`src/rtl/at8_pkg.sv`:
```
// package: register map, field layout and state record of the 8-bit timer
package at8_pkg;
  localparam logic [7:0] AT8_OFF_CTRL = 8'h00;
  localparam logic [7:0] AT8_OFF_CNT = 8'h04;
  localparam logic [7:0] AT8_OFF_CMP = 8'h08;
  localparam logic [7:0] AT8_OFF_FLAG = 8'h0C;
  localparam logic [7:0] AT8_OFF_MASK = 8'h10;
  localparam logic [7:0] AT8_OFF_ASYNC = 8'h14;
  // control register fields
  localparam int AT8_CS_LSB = 0;
  localparam int AT8_WGM_LSB = 3;
  localparam int AT8_COM_LSB = 5;
  localparam int AT8_FOC_BIT = 7;
  // flag, mask and async register fields
  localparam int AT8_CMP_BIT = 0;
  localparam int AT8_OVF_BIT = 1;
  localparam int AT8_AS_BIT = 0;
  localparam logic [7:0] AT8_BOTTOM = 8'h00;
  localparam logic [7:0] AT8_MAX = 8'hFF;
  localparam logic [7:0] AT8_RST_BYTE = 8'h00;
  localparam logic [2:0] AT8_CS_OFF = 3'h0;
  localparam logic [1:0] AT8_COM_NONE = 2'h0;
  localparam logic [1:0] AT8_COM_TOGGLE = 2'h1;
  localparam logic [1:0] AT8_COM_CLEAR = 2'h2;
  localparam logic [1:0] AT8_COM_SET = 2'h3;
  // prescaler tap masks, index is the clock select code
  localparam logic [9:0] AT8_PSC_MASK [8] = '{10'h000, 10'h000, 10'h007, 10'h01F,
                                             10'h03F, 10'h07F, 10'h0FF, 10'h3FF};

  typedef enum logic [1:0] {
    AT8_WGM_NORMAL = 2'b00,
    AT8_WGM_PHASE = 2'b01,
    AT8_WGM_CTC = 2'b10,
    AT8_WGM_FAST = 2'b11
  } at8_wgm_t;

  typedef struct packed {
    logic [7:0] cnt;
    logic [7:0] ocr;
    logic [7:0] ocr_buf;
    logic [2:0] cs;
    at8_wgm_t wgm;
    logic [1:0] com;
    logic ocf;
    logic tov;
    logic ie_cmp;
    logic ie_ovf;
    logic async_sel;
    logic down;
    logic block;
    logic oc;
    logic [9:0] psc;
    logic xs1;
    logic xs2;
    logic xprev;
    logic ack;
    logic [7:0] dat;
  } at8_state_t;
endpackage : at8_pkg

```
`src/rtl/at8_timer.sv`:
```
// 8-bit timer with one compare channel behind a classic wishbone slave
//
// Design decisions made here: the Wishbone register port and the register offsets.
`timescale 1ns/100ps
// Operation
// - counter and compare value are 8-bit registers
// - clock select zero stops the counter
// - tick from io clock or crystal pin
// - cpu counter write beats count or clear
// - counter readable and writable while stopped
// - bottom at 0x00, max at 0xFF
// - top is 0xFF or compare value
// - each tick clears, increments or decrements
// - two waveform mode bits pick the sequence
// - match sets compare flag on next tick
// - enabled flag requests irq; ack or w1c clears
// - pwm modes buffer compare value, others direct
// - buffer copied only at top (0xFF), in both pwm modes
// - buffered mode: cpu reaches the buffer
// - force strobe acts on output in non-pwm modes only, no flag
// - counter write blocks next tick match
// - output state kept across mode change
// - compare output field acts immediately
// - mode 0 wraps, overflow when reaching zero
// - mode 2 clears counter on match
// - mode 3 is single-slope fast pwm
// - field zero leaves output untouched
module at8_timer
  import at8_pkg::*;
(
  input wire logic clk_i,
  input wire logic rst_i,
  input wire logic cyc_i,
  input wire logic stb_i,
  input wire logic we_i,
  input wire logic [7:0] adr_i,
  input wire logic [3:0] sel_i,
  input wire logic [31:0] dat_i,
  output logic [31:0] dat_o,
  output logic ack_o,
  input wire logic crystal_osc_pins_i,
  input wire logic cmp_irq_ack_i,
  input wire logic ovf_irq_ack_i,
  output logic cmp_irq_o,
  output logic ovf_irq_o,
  output logic compare_output_o,
  output logic compare_override_o,
  output logic bottom_o,
  output logic max_o
);
  at8_state_t s_r;
  at8_state_t s_nxt;
  logic req;
  logic wr;
  logic lane0;
  logic base_tick;
  logic tick;
  logic match;
  logic is_pwm;
  logic [7:0] wb;
  logic [1:0] com_nxt;

  assign req = cyc_i & stb_i;
  assign lane0 = sel_i[0];
  assign wr = req & s_r.ack & we_i & lane0;
  assign wb = dat_i[7:0];
  assign is_pwm = s_r.wgm == AT8_WGM_PHASE || s_r.wgm == AT8_WGM_FAST;
  assign match = s_r.cnt == s_r.ocr;
  // io clock every cycle, or a synchronised crystal rising edge
  assign base_tick = s_r.async_sel ? (s_r.xs2 & ~s_r.xprev) : 1'b1;
  assign tick = base_tick && s_r.cs != AT8_CS_OFF &&
                (s_r.psc & AT8_PSC_MASK[s_r.cs]) == AT8_PSC_MASK[s_r.cs];

  always_comb begin
    s_nxt = s_r;
    com_nxt = s_r.com;
    // clears first, so a hardware set later in this process wins
    if (cmp_irq_ack_i || (wr && adr_i == AT8_OFF_FLAG && wb[AT8_CMP_BIT])) begin
      s_nxt.ocf = 1'b0;
    end
    if (ovf_irq_ack_i || (wr && adr_i == AT8_OFF_FLAG && wb[AT8_OVF_BIT])) begin
      s_nxt.tov = 1'b0;
    end
    // crystal synchroniser
    s_nxt.xs1 = crystal_osc_pins_i;
    s_nxt.xs2 = s_r.xs1;
    s_nxt.xprev = s_r.xs2;
    if (base_tick) begin
      s_nxt.psc = s_r.psc + 10'h001;
    end
    // counter sequence
    if (tick) begin
      s_nxt.block = 1'b0;
      unique case (s_r.wgm)
        AT8_WGM_NORMAL: begin
          s_nxt.cnt = s_r.cnt + 8'h01;
          if (s_r.cnt == AT8_MAX) begin
            s_nxt.tov = 1'b1;
          end
        end
        AT8_WGM_CTC: begin
          if (match) begin
            s_nxt.cnt = AT8_BOTTOM;
          end else begin
            s_nxt.cnt = s_r.cnt + 8'h01;
          end
          if (s_r.cnt == AT8_MAX) begin
            s_nxt.tov = 1'b1;
          end
        end
        AT8_WGM_FAST: begin
          s_nxt.cnt = s_r.cnt + 8'h01;
          if (s_r.cnt == AT8_MAX) begin
            s_nxt.tov = 1'b1;
            s_nxt.ocr = s_r.ocr_buf;
            if (s_r.com == AT8_COM_CLEAR) begin
              s_nxt.oc = 1'b1;
            end else if (s_r.com == AT8_COM_SET) begin
              s_nxt.oc = 1'b0;
            end
          end
        end
        AT8_WGM_PHASE: begin
          if (!s_r.down) begin
            if (s_r.cnt == AT8_MAX) begin
              s_nxt.down = 1'b1;
              s_nxt.cnt = s_r.cnt - 8'h01;
              s_nxt.ocr = s_r.ocr_buf;
            end else begin
              s_nxt.cnt = s_r.cnt + 8'h01;
            end
          end else begin
            if (s_r.cnt == AT8_BOTTOM) begin
              s_nxt.down = 1'b0;
              s_nxt.cnt = s_r.cnt + 8'h01;
              s_nxt.tov = 1'b1;
            end else begin
              s_nxt.cnt = s_r.cnt - 8'h01;
            end
          end
        end
      endcase
      // compare match on this tick
      if (match && !s_r.block) begin
        s_nxt.ocf = 1'b1;
        unique case (s_r.wgm)
          AT8_WGM_NORMAL, AT8_WGM_CTC: begin
            if (s_r.com == AT8_COM_TOGGLE) begin
              s_nxt.oc = ~s_r.oc;
            end else if (s_r.com == AT8_COM_CLEAR) begin
              s_nxt.oc = 1'b0;
            end else if (s_r.com == AT8_COM_SET) begin
              s_nxt.oc = 1'b1;
            end
          end
          AT8_WGM_FAST: begin
            if (s_r.com == AT8_COM_CLEAR) begin
              s_nxt.oc = 1'b0;
            end else if (s_r.com == AT8_COM_SET) begin
              s_nxt.oc = 1'b1;
            end
          end
          AT8_WGM_PHASE: begin
            if (s_r.com == AT8_COM_CLEAR) begin
              s_nxt.oc = s_r.down;
            end else if (s_r.com == AT8_COM_SET) begin
              s_nxt.oc = ~s_r.down;
            end
          end
        endcase
      end
    end
    // bus slave: ack one cycle after request, write at acked edge
    s_nxt.ack = req & ~s_r.ack;
    s_nxt.dat = 8'h00;
    if (req && !s_r.ack && !we_i) begin
      unique case (adr_i)
        AT8_OFF_CTRL: s_nxt.dat = {1'b0, s_r.com, s_r.wgm, s_r.cs};
        AT8_OFF_CNT: s_nxt.dat = s_r.cnt;
        AT8_OFF_CMP: s_nxt.dat = is_pwm ? s_r.ocr_buf : s_r.ocr;
        AT8_OFF_FLAG: s_nxt.dat = {6'h00, s_r.tov, s_r.ocf};
        AT8_OFF_MASK: s_nxt.dat = {6'h00, s_r.ie_ovf, s_r.ie_cmp};
        AT8_OFF_ASYNC: s_nxt.dat = {7'h00, s_r.async_sel};
        default: s_nxt.dat = 8'h00;
      endcase
    end
    if (wr) begin
      unique case (adr_i)
        AT8_OFF_CTRL: begin
          com_nxt = wb[AT8_COM_LSB +: 2];
          s_nxt.cs = wb[AT8_CS_LSB +: 3];
          s_nxt.wgm = at8_wgm_t'(wb[AT8_WGM_LSB +: 2]);
          s_nxt.com = com_nxt;
          // forced compare uses the new field, no flag, no clear
          if (wb[AT8_FOC_BIT] && !is_pwm) begin
            if (com_nxt == AT8_COM_TOGGLE) begin
              s_nxt.oc = ~s_r.oc;
            end else if (com_nxt == AT8_COM_CLEAR) begin
              s_nxt.oc = 1'b0;
            end else if (com_nxt == AT8_COM_SET) begin
              s_nxt.oc = 1'b1;
            end
          end
        end
        AT8_OFF_CNT: begin
          s_nxt.cnt = wb;
          s_nxt.block = 1'b1;
        end
        AT8_OFF_CMP: begin
          s_nxt.ocr_buf = wb;
          if (!is_pwm) begin
            s_nxt.ocr = wb;
          end
        end
        AT8_OFF_FLAG: begin
        end
        AT8_OFF_MASK: begin
          s_nxt.ie_cmp = wb[AT8_CMP_BIT];
          s_nxt.ie_ovf = wb[AT8_OVF_BIT];
        end
        AT8_OFF_ASYNC: s_nxt.async_sel = wb[AT8_AS_BIT];
        default: begin
        end
      endcase
    end
    // set on the same cycle as ack keeps the flag
    if (tick && match && !s_r.block) begin
      s_nxt.ocf = 1'b1;
    end
  end

  always_ff @(posedge clk_i) begin
    if (rst_i) begin
      s_r <= '0;
    end else begin
      s_r <= s_nxt;
    end
  end

  assign ack_o = s_r.ack;
  assign dat_o = {24'h000000, s_r.dat};
  assign cmp_irq_o = s_r.ocf & s_r.ie_cmp;
  assign ovf_irq_o = s_r.tov & s_r.ie_ovf;
  assign compare_output_o = s_r.oc;
  assign compare_override_o = s_r.com != AT8_COM_NONE;
  assign bottom_o = s_r.cnt == AT8_BOTTOM;
  assign max_o = s_r.cnt == AT8_MAX;
endmodule : at8_timer

```
`config.mk`:
```
export PLATFORM = sky130hd
export DESIGN_NAME = at8_timer
export DESIGN_NICKNAME = d
export VERILOG_FILES = /design/src/rtl/at8_pkg.sv /design/src/rtl/at8_timer.sv
export SDC_FILE = /design/constraint.sdc
export NUM_CORES = 1
export LEC_CHECK = 0
export BUFFER_PORTS_ARGS = -buffer_cell sky130_fd_sc_hd__clkbuf_2
export CORE_UTILIZATION = 56
export CTS_BUF_LIST = sky130_fd_sc_hd__clkbuf_8
export DETAILED_ROUTE_END_ITERATION = 10
export GPL_TIMING_DRIVEN = 0
export PLACE_DENSITY = 0.8
export SLEW_MARGIN = 20
export SYNTH_ARGS = -nofsm -noshare
export SYNTH_HDL_FRONTEND = slang
export SYNTH_SLANG_ARGS = --single-unit
```
`constraint.sdc`:
```
create_clock -name clk_i -period 2.8 [get_ports clk_i]
set_clock_uncertainty 0.15 [all_clocks]
set_input_delay 0.56 -clock clk_i [delete_from_list [all_inputs] [get_ports clk_i]]
set_output_delay 0.56 -clock clk_i [all_outputs]
set_load 0.02 [all_outputs]
```
==> After elaboration in Yosys (flattened, before gate mapping) <==
Memory sizes are Yosys's and may differ from the RTL's.
Cells that the tools add are included.
W data, S select, Z words.
{ "totals": {"ff_bits": 61, "mem_count": 1, "in_bits": 52, "romBits": 80, "out_inout_bits": 39} }
{ "memory_table": {"columns": ["name", "depth", "word_bits", "read_ports", "rd_ports_with_merged_regs", "wr", "line_no", "text"], "rows": [
  ["(name not given)", 8, 10, 1, 0, 0, "at8_timer.sv:72", "(s_r.psc & AT8_PSC_MASK[s_r.cs]) == AT8_PSC_MASK[s_r.cs];"]
]} }
{ "op_classes": {"mux": 50, "n_lt_le_gt_ge": 1, "n_addsub": 3, "bitwise": 15, "eq_ne": 17, "n_reduce_logical": 32} }
{ "op_table": {"columns": ["op", "count"], "rows": [
  ["$mux W8", 9],
  ["$pmux W8 S6", 1],
  ["$mux W16", 2],
  ["$mux W31", 1],
  ["$mux W1", 27],
  ["$pmux W8 S3", 1],
  ["$mux W10", 2],
  ["$eq A8 B4 Y1 const B", 2],
  ["$eq A8 B5 Y1 const B", 2],
  ["$logic_not A8 Y1", 2],
  ["$pmux W8 S2", 1],
  ["$eq A2 B2 Y1 const B", 6],
  ["$logic_and A1 B1 Y1", 11],
  ["$add A10 B1 Y10 const B", 1],
  ["$and A10 B10 Y10", 1],
  ["$eq A10 B10 Y1", 1],
  ["$reduce_and A2 Y1", 5],
  ["$add A8 B1 Y8 const B", 1],
  ["$and A1 B1 Y1", 8],
  ["$eq A8 B3 Y1 const B", 1],
  ["$eq A8 B8 Y1", 1],
  ["$eq A8 B8 Y1 const B", 1],
  ["$sub A8 B1 Y8 const B", 1],
  ["$mux W7", 1],
  ["other kinds (14)", 29]
]} }

==> Depth between registers and ports, before layout <==
{ "logic_depth": {"depth_word": 17, "mapped_depth": 9, "depth_no_buf": 8} }

==> Worst setup path after synthesis <==
No wires, ideal clock.
{ "synth_path": {"path_kind": "in2reg", "startpoint": "input adr_i[5]", "endpoint": "register s_r[58] (netlist name)", "n_path_buf": 2, "arrival_ns": 2.334, "path_stages": 8, "setup_time_ns": 0.088, "slack_ns": 0.228, "path_cell_list": "or4_4 > buf_6 > nor4_4 > nand2_4 > and2_4 > buf_6 > o221a_2 > nor4_2"} }
{ "synth_via": {"elab_chain_cells": 3} }
{ "synth_lines": {"columns": ["element", "line_no", "text"], "rows": [
  ["start, declared", "at8_timer.sv:36", "input wire logic [7:0] adr_i,"],
  ["$eq A8 B3 Y1", "at8_timer.sv:188", "unique case (adr_i)"],
  ["$mux W8", "at8_timer.sv:188", null],
  ["$mux W31", "at8_timer.sv:187", "if (wr) begin"],
  ["end signal, assigned", "at8_timer.sv:236", "s_r <= s_nxt;"],
  ["end, declared", "at8_timer.sv:51", "at8_state_t s_r;"]
]} }
Every way passes these cells.
A chain may end at the register's enable or synchronous reset.

==> Worst setup path in the final report <==
{ "layout_path": {"startpoint": "register s_r[59] (netlist name)", "endpoint": "output max_o"} }
{ "layout_via": {"elab_chain_cells": 1} }
{ "layout_lines": {"columns": ["element", "line_no", "text"], "rows": [
  ["$eq A8 B8 Y1", "at8_timer.sv:247", "assign max_o = s_r.cnt == AT8_MAX;"],
  ["end, declared", "at8_timer.sv:49", "output logic max_o"]
]} }
Every way passes these cells.

==> out/summary.txt <==
===============================================================================================
Result of the run                                                                  complete, no violations
Number of distinct standard cells referenced by the synthesized netlist                      64
TritonCTS sink count                                                                         61
Hold path cells                                                                               2
Number of I/O port buffers                                                                   38
Final max-slew violation count                                                                0
Main flop type after synthesis                                                          dfxtp_1
Power, Total                                                                            2030 uW
Via count                                                                                  3611
Io pins                                                                                      91
Cell area after placement                                                          0.00411 sq mm
Slowest stage cell on the critical path                                                   or2_2
Post-layout instance count excluding filler cells                                           620
Root buffer cell                                                                       clkbuf_8
Fill count                                                                                  550
Largest net degree at the start of global routing                                            12
Die area                                                                           0.00700 sq mm
Die outline width                                                                  83.7 microns
Final setup violation count                                                                   0
Routed wire length                                                                      10.3 mm
Data arrival at the endpoint of the critical path                                       2040 ps
Synth Instances                                                                             466
Min cycle time layout                                                                   2750 ps
Crit path required time                                                                 2090 ps
Clock Path Buffers                                                                            2
Path class of the lowest-slack min-delay path                                         in -> reg
Maximum fanout along the worst path                                                           7
CTS tree                                                                                    yes
Floorplan core area                                                                0.00639 sq mm
Layout overhead on the synthesized area                                                   17.5%
Average routed wire per standard cell                                              16.6 microns
Number of buffers added by the clock tree synthesis step                                      9
Async S/R FF share, synth                                                                    0%
Post-synthesis area per instance                                                     8.02 sq um
Insertion delay to the later sink of the worst-skew pair                                 350 ps
Highest ir drop seen on vdd                                                            0.387 mV
Initial DRC count                                                                           378
Residual DRC                                                                                  0
Footprint of the multi-input gates                                                 0.00218 sq mm
Achievable Freq                                                                       0.364 GHz
Delay of the slowest cell on the worst path                                              410 ps
Chain of cells forming the critical path                                           clkbuf_1 > nand4_1 > or2_2 > inv_1 > clkbuf_2
Transition time at the pin with the least slew margin                                    805 ps
Die height                                                                         83.7 microns
Number of levels the H-tree was split into                                                    3
Critical path startpoint category                                                          flop
Fraction of layout instances using a drive strength above 1                               21.7%
Register cell area after layout                                                    0.00122 sq mm
Post-CTS Setup Repair Bufs                                                                    0
Pre-Repair DR Iteration Count                                                                 5
Final antenna-violating net count                                                             0
Sort of element at the end of the critical path                                    primary output
Initial standard-cell utilization of the core                                             58.5%
Number of global-route vias before repair                                                  3451
Clock input transition at the sequential cells of the worst setup and hold paths          70 ps
Area of all placed cells without fillers                                           0.00439 sq mm
Power per cell area                                                                 463 mW/mm^2
Reg2reg path depth                                                                            7
Drt via density                                                                            5.82
Number of synthesized register bits                                                          61
Combined area of all synthesized cells                                             0.00374 sq mm
Leakage Power                                                                        0.00178 uW
Layout Nets                                                                                 597
Critical path type                                                                   reg -> out
Final global-route overflow total                                                             0
Total of hold buffers inserted after clock tree synthesis                                     0
Post-synthesis sequential area ratio                                                      32.7%
Wire length of the first global-routing pass                                            16.3 mm
Antenna cell count                                                                            0
Endpoints failing hold                                                                        0
Crit share post-route                                                                     98.2%
Overall global routing resource usage                                                     29.7%
Routability congestion estimate                                                           0.903
Total number of yosys warnings                                                                0
Slew HR                                                                                   46.2%
Count of maximum capacitance violations                                                       0
Detail Placement HPWL                                                                   7.42 mm
EDFF count, synth                                                                             0
Placed cells                                                                                604
Num rows                                                                                     29
Initial antenna violation count                                                               0
===============================================================================================
metrics by stage:
step	setup WS [ps]	hold slack, ps	util (%)	TNS, ps
floorplan	228	264	-	0
global placement	-220	281	64.4	-1980
detailed placement	-345	295	64.4	-2980
CTS	32.7	266	68.5	0
global route	-113	267	68.8	-116
finish	50.2	270	68.8	0
cell usage in the layout (no fill, tap or decap), drive strengths merged, types with 7 or more instances in the layout:
| master | instances |
|---|---|
| clkbuf | 68 |
| dfxtp | 61 |
| nand2 | 51 |
| a21oi | 40 |
| buf | 40 |
| nor2 | 37 |
| conb | 24 |
| o21ai | 21 |
| inv | 20 |
| nor3 | 16 |
| xnor2 | 15 |
| a22oi | 11 |
| xor2 | 10 |
| nor4 | 10 |
| nand4 | 8 |
| mux2i | 8 |
| and3 | 7 |
| nand2b | 7 |
| ha | 7 |
| and2 | 7 |
power breakdown:
group	total, uW	switching, uW	internal [uW]
clock network	1010	371	641
logic	140	89.6	50.5
registers	878	5.03	873
path summary, 6_finish.rpt:
path | startpoint | endpoint | slack (ps)
worst min register to register | s_nxt[10]$_SDFF_PP0_ | s_nxt[9]$_SDFF_PP0_ | 300
worst min-delay path | crystal_osc_pins_i | s_nxt[10]$_SDFF_PP0_ | 270
worst max-delay path | s_r[59]$_SDFF_PP0_ | max_o | 50
worst max register to register | s_nxt[9]$_SDFF_PP0_ | s_r[52]$_SDFF_PP0_ | 160
sequential cells by signal, indices dropped and copies added (netlist names):
signal,flops
dat_o,8
s_r,49
compare_output_o,1
s_nxt,2
ack_o,1
what timing repair did:
| item | 4_1_cts | 5_1_grt |
|---|---|---|
| setup endpoints to repair | 3 | 13 |
| resized for setup | 1 | 4 |
| hold endpoints to repair | 0 | 0 |
kinds of logic after synthesis:
group / count (synthesis) / synth area share (%)
AO/OA/AOI/OAI: 105 / 18.0
AND/OR/NAND/NOR: 175 / 25.3
buffers and inverters: 79 / 11.8
XOR/XNOR: 25 / 5.86
adder cells (fa/ha/maj): 7 / 2.34
other: 1 / 0.100
flip-flops: 61 / 32.7
multiplexers: 13 / 3.95
cell type report:
type / count / share of cell area, %
Buffer: 59 / 8.35
Clock buffer: 11 / 3.45
Sequential cell: 61 / 27.8
Tap cell: 77 / 2.19
Timing Repair Buffer: 38 / 4.33
Clock inverter: 5 / 2.42
Inverter: 20 / 1.71
Multi-Input combinational cell: 349 / 49.7
critical path, delay by kind of cell, from the launching register on:
family / cells / cell delay [ps]
flip-flops: 1 / 310
AND/OR/NAND/NOR: 2 / 660
buffers and inverters: 3 / 710
cell usage after synthesis, types with 7 or more instances:
master	count	area, sq um
a21oi_1	40	200
a22oi_1	11	82.6
and3_1	7	43.8
buf_4	33	248
clkbuf_1	19	71.3
dfxtp_1	61	1220
ha_1	7	87.6
inv_1	20	75.1
mux2i_1	8	80.1
nand2_1	50	188
nand2b_1	7	43.8
nand4_1	8	50.1
nor2_1	37	139
nor3_1	16	80.1
o21ai_0	20	100
xnor2_1	15	131
xor2_1	10	87.6
routing by layer:
layer / share of wire (%) / GRT usage, %
met1: 41 / 36.5
met4: 4.8 / 18.5
met2: 47 / 48.7
met3: 7.2 / 4.65
met5: 0 / 0
No activity file was read; power rests on OpenSTA's default activity.
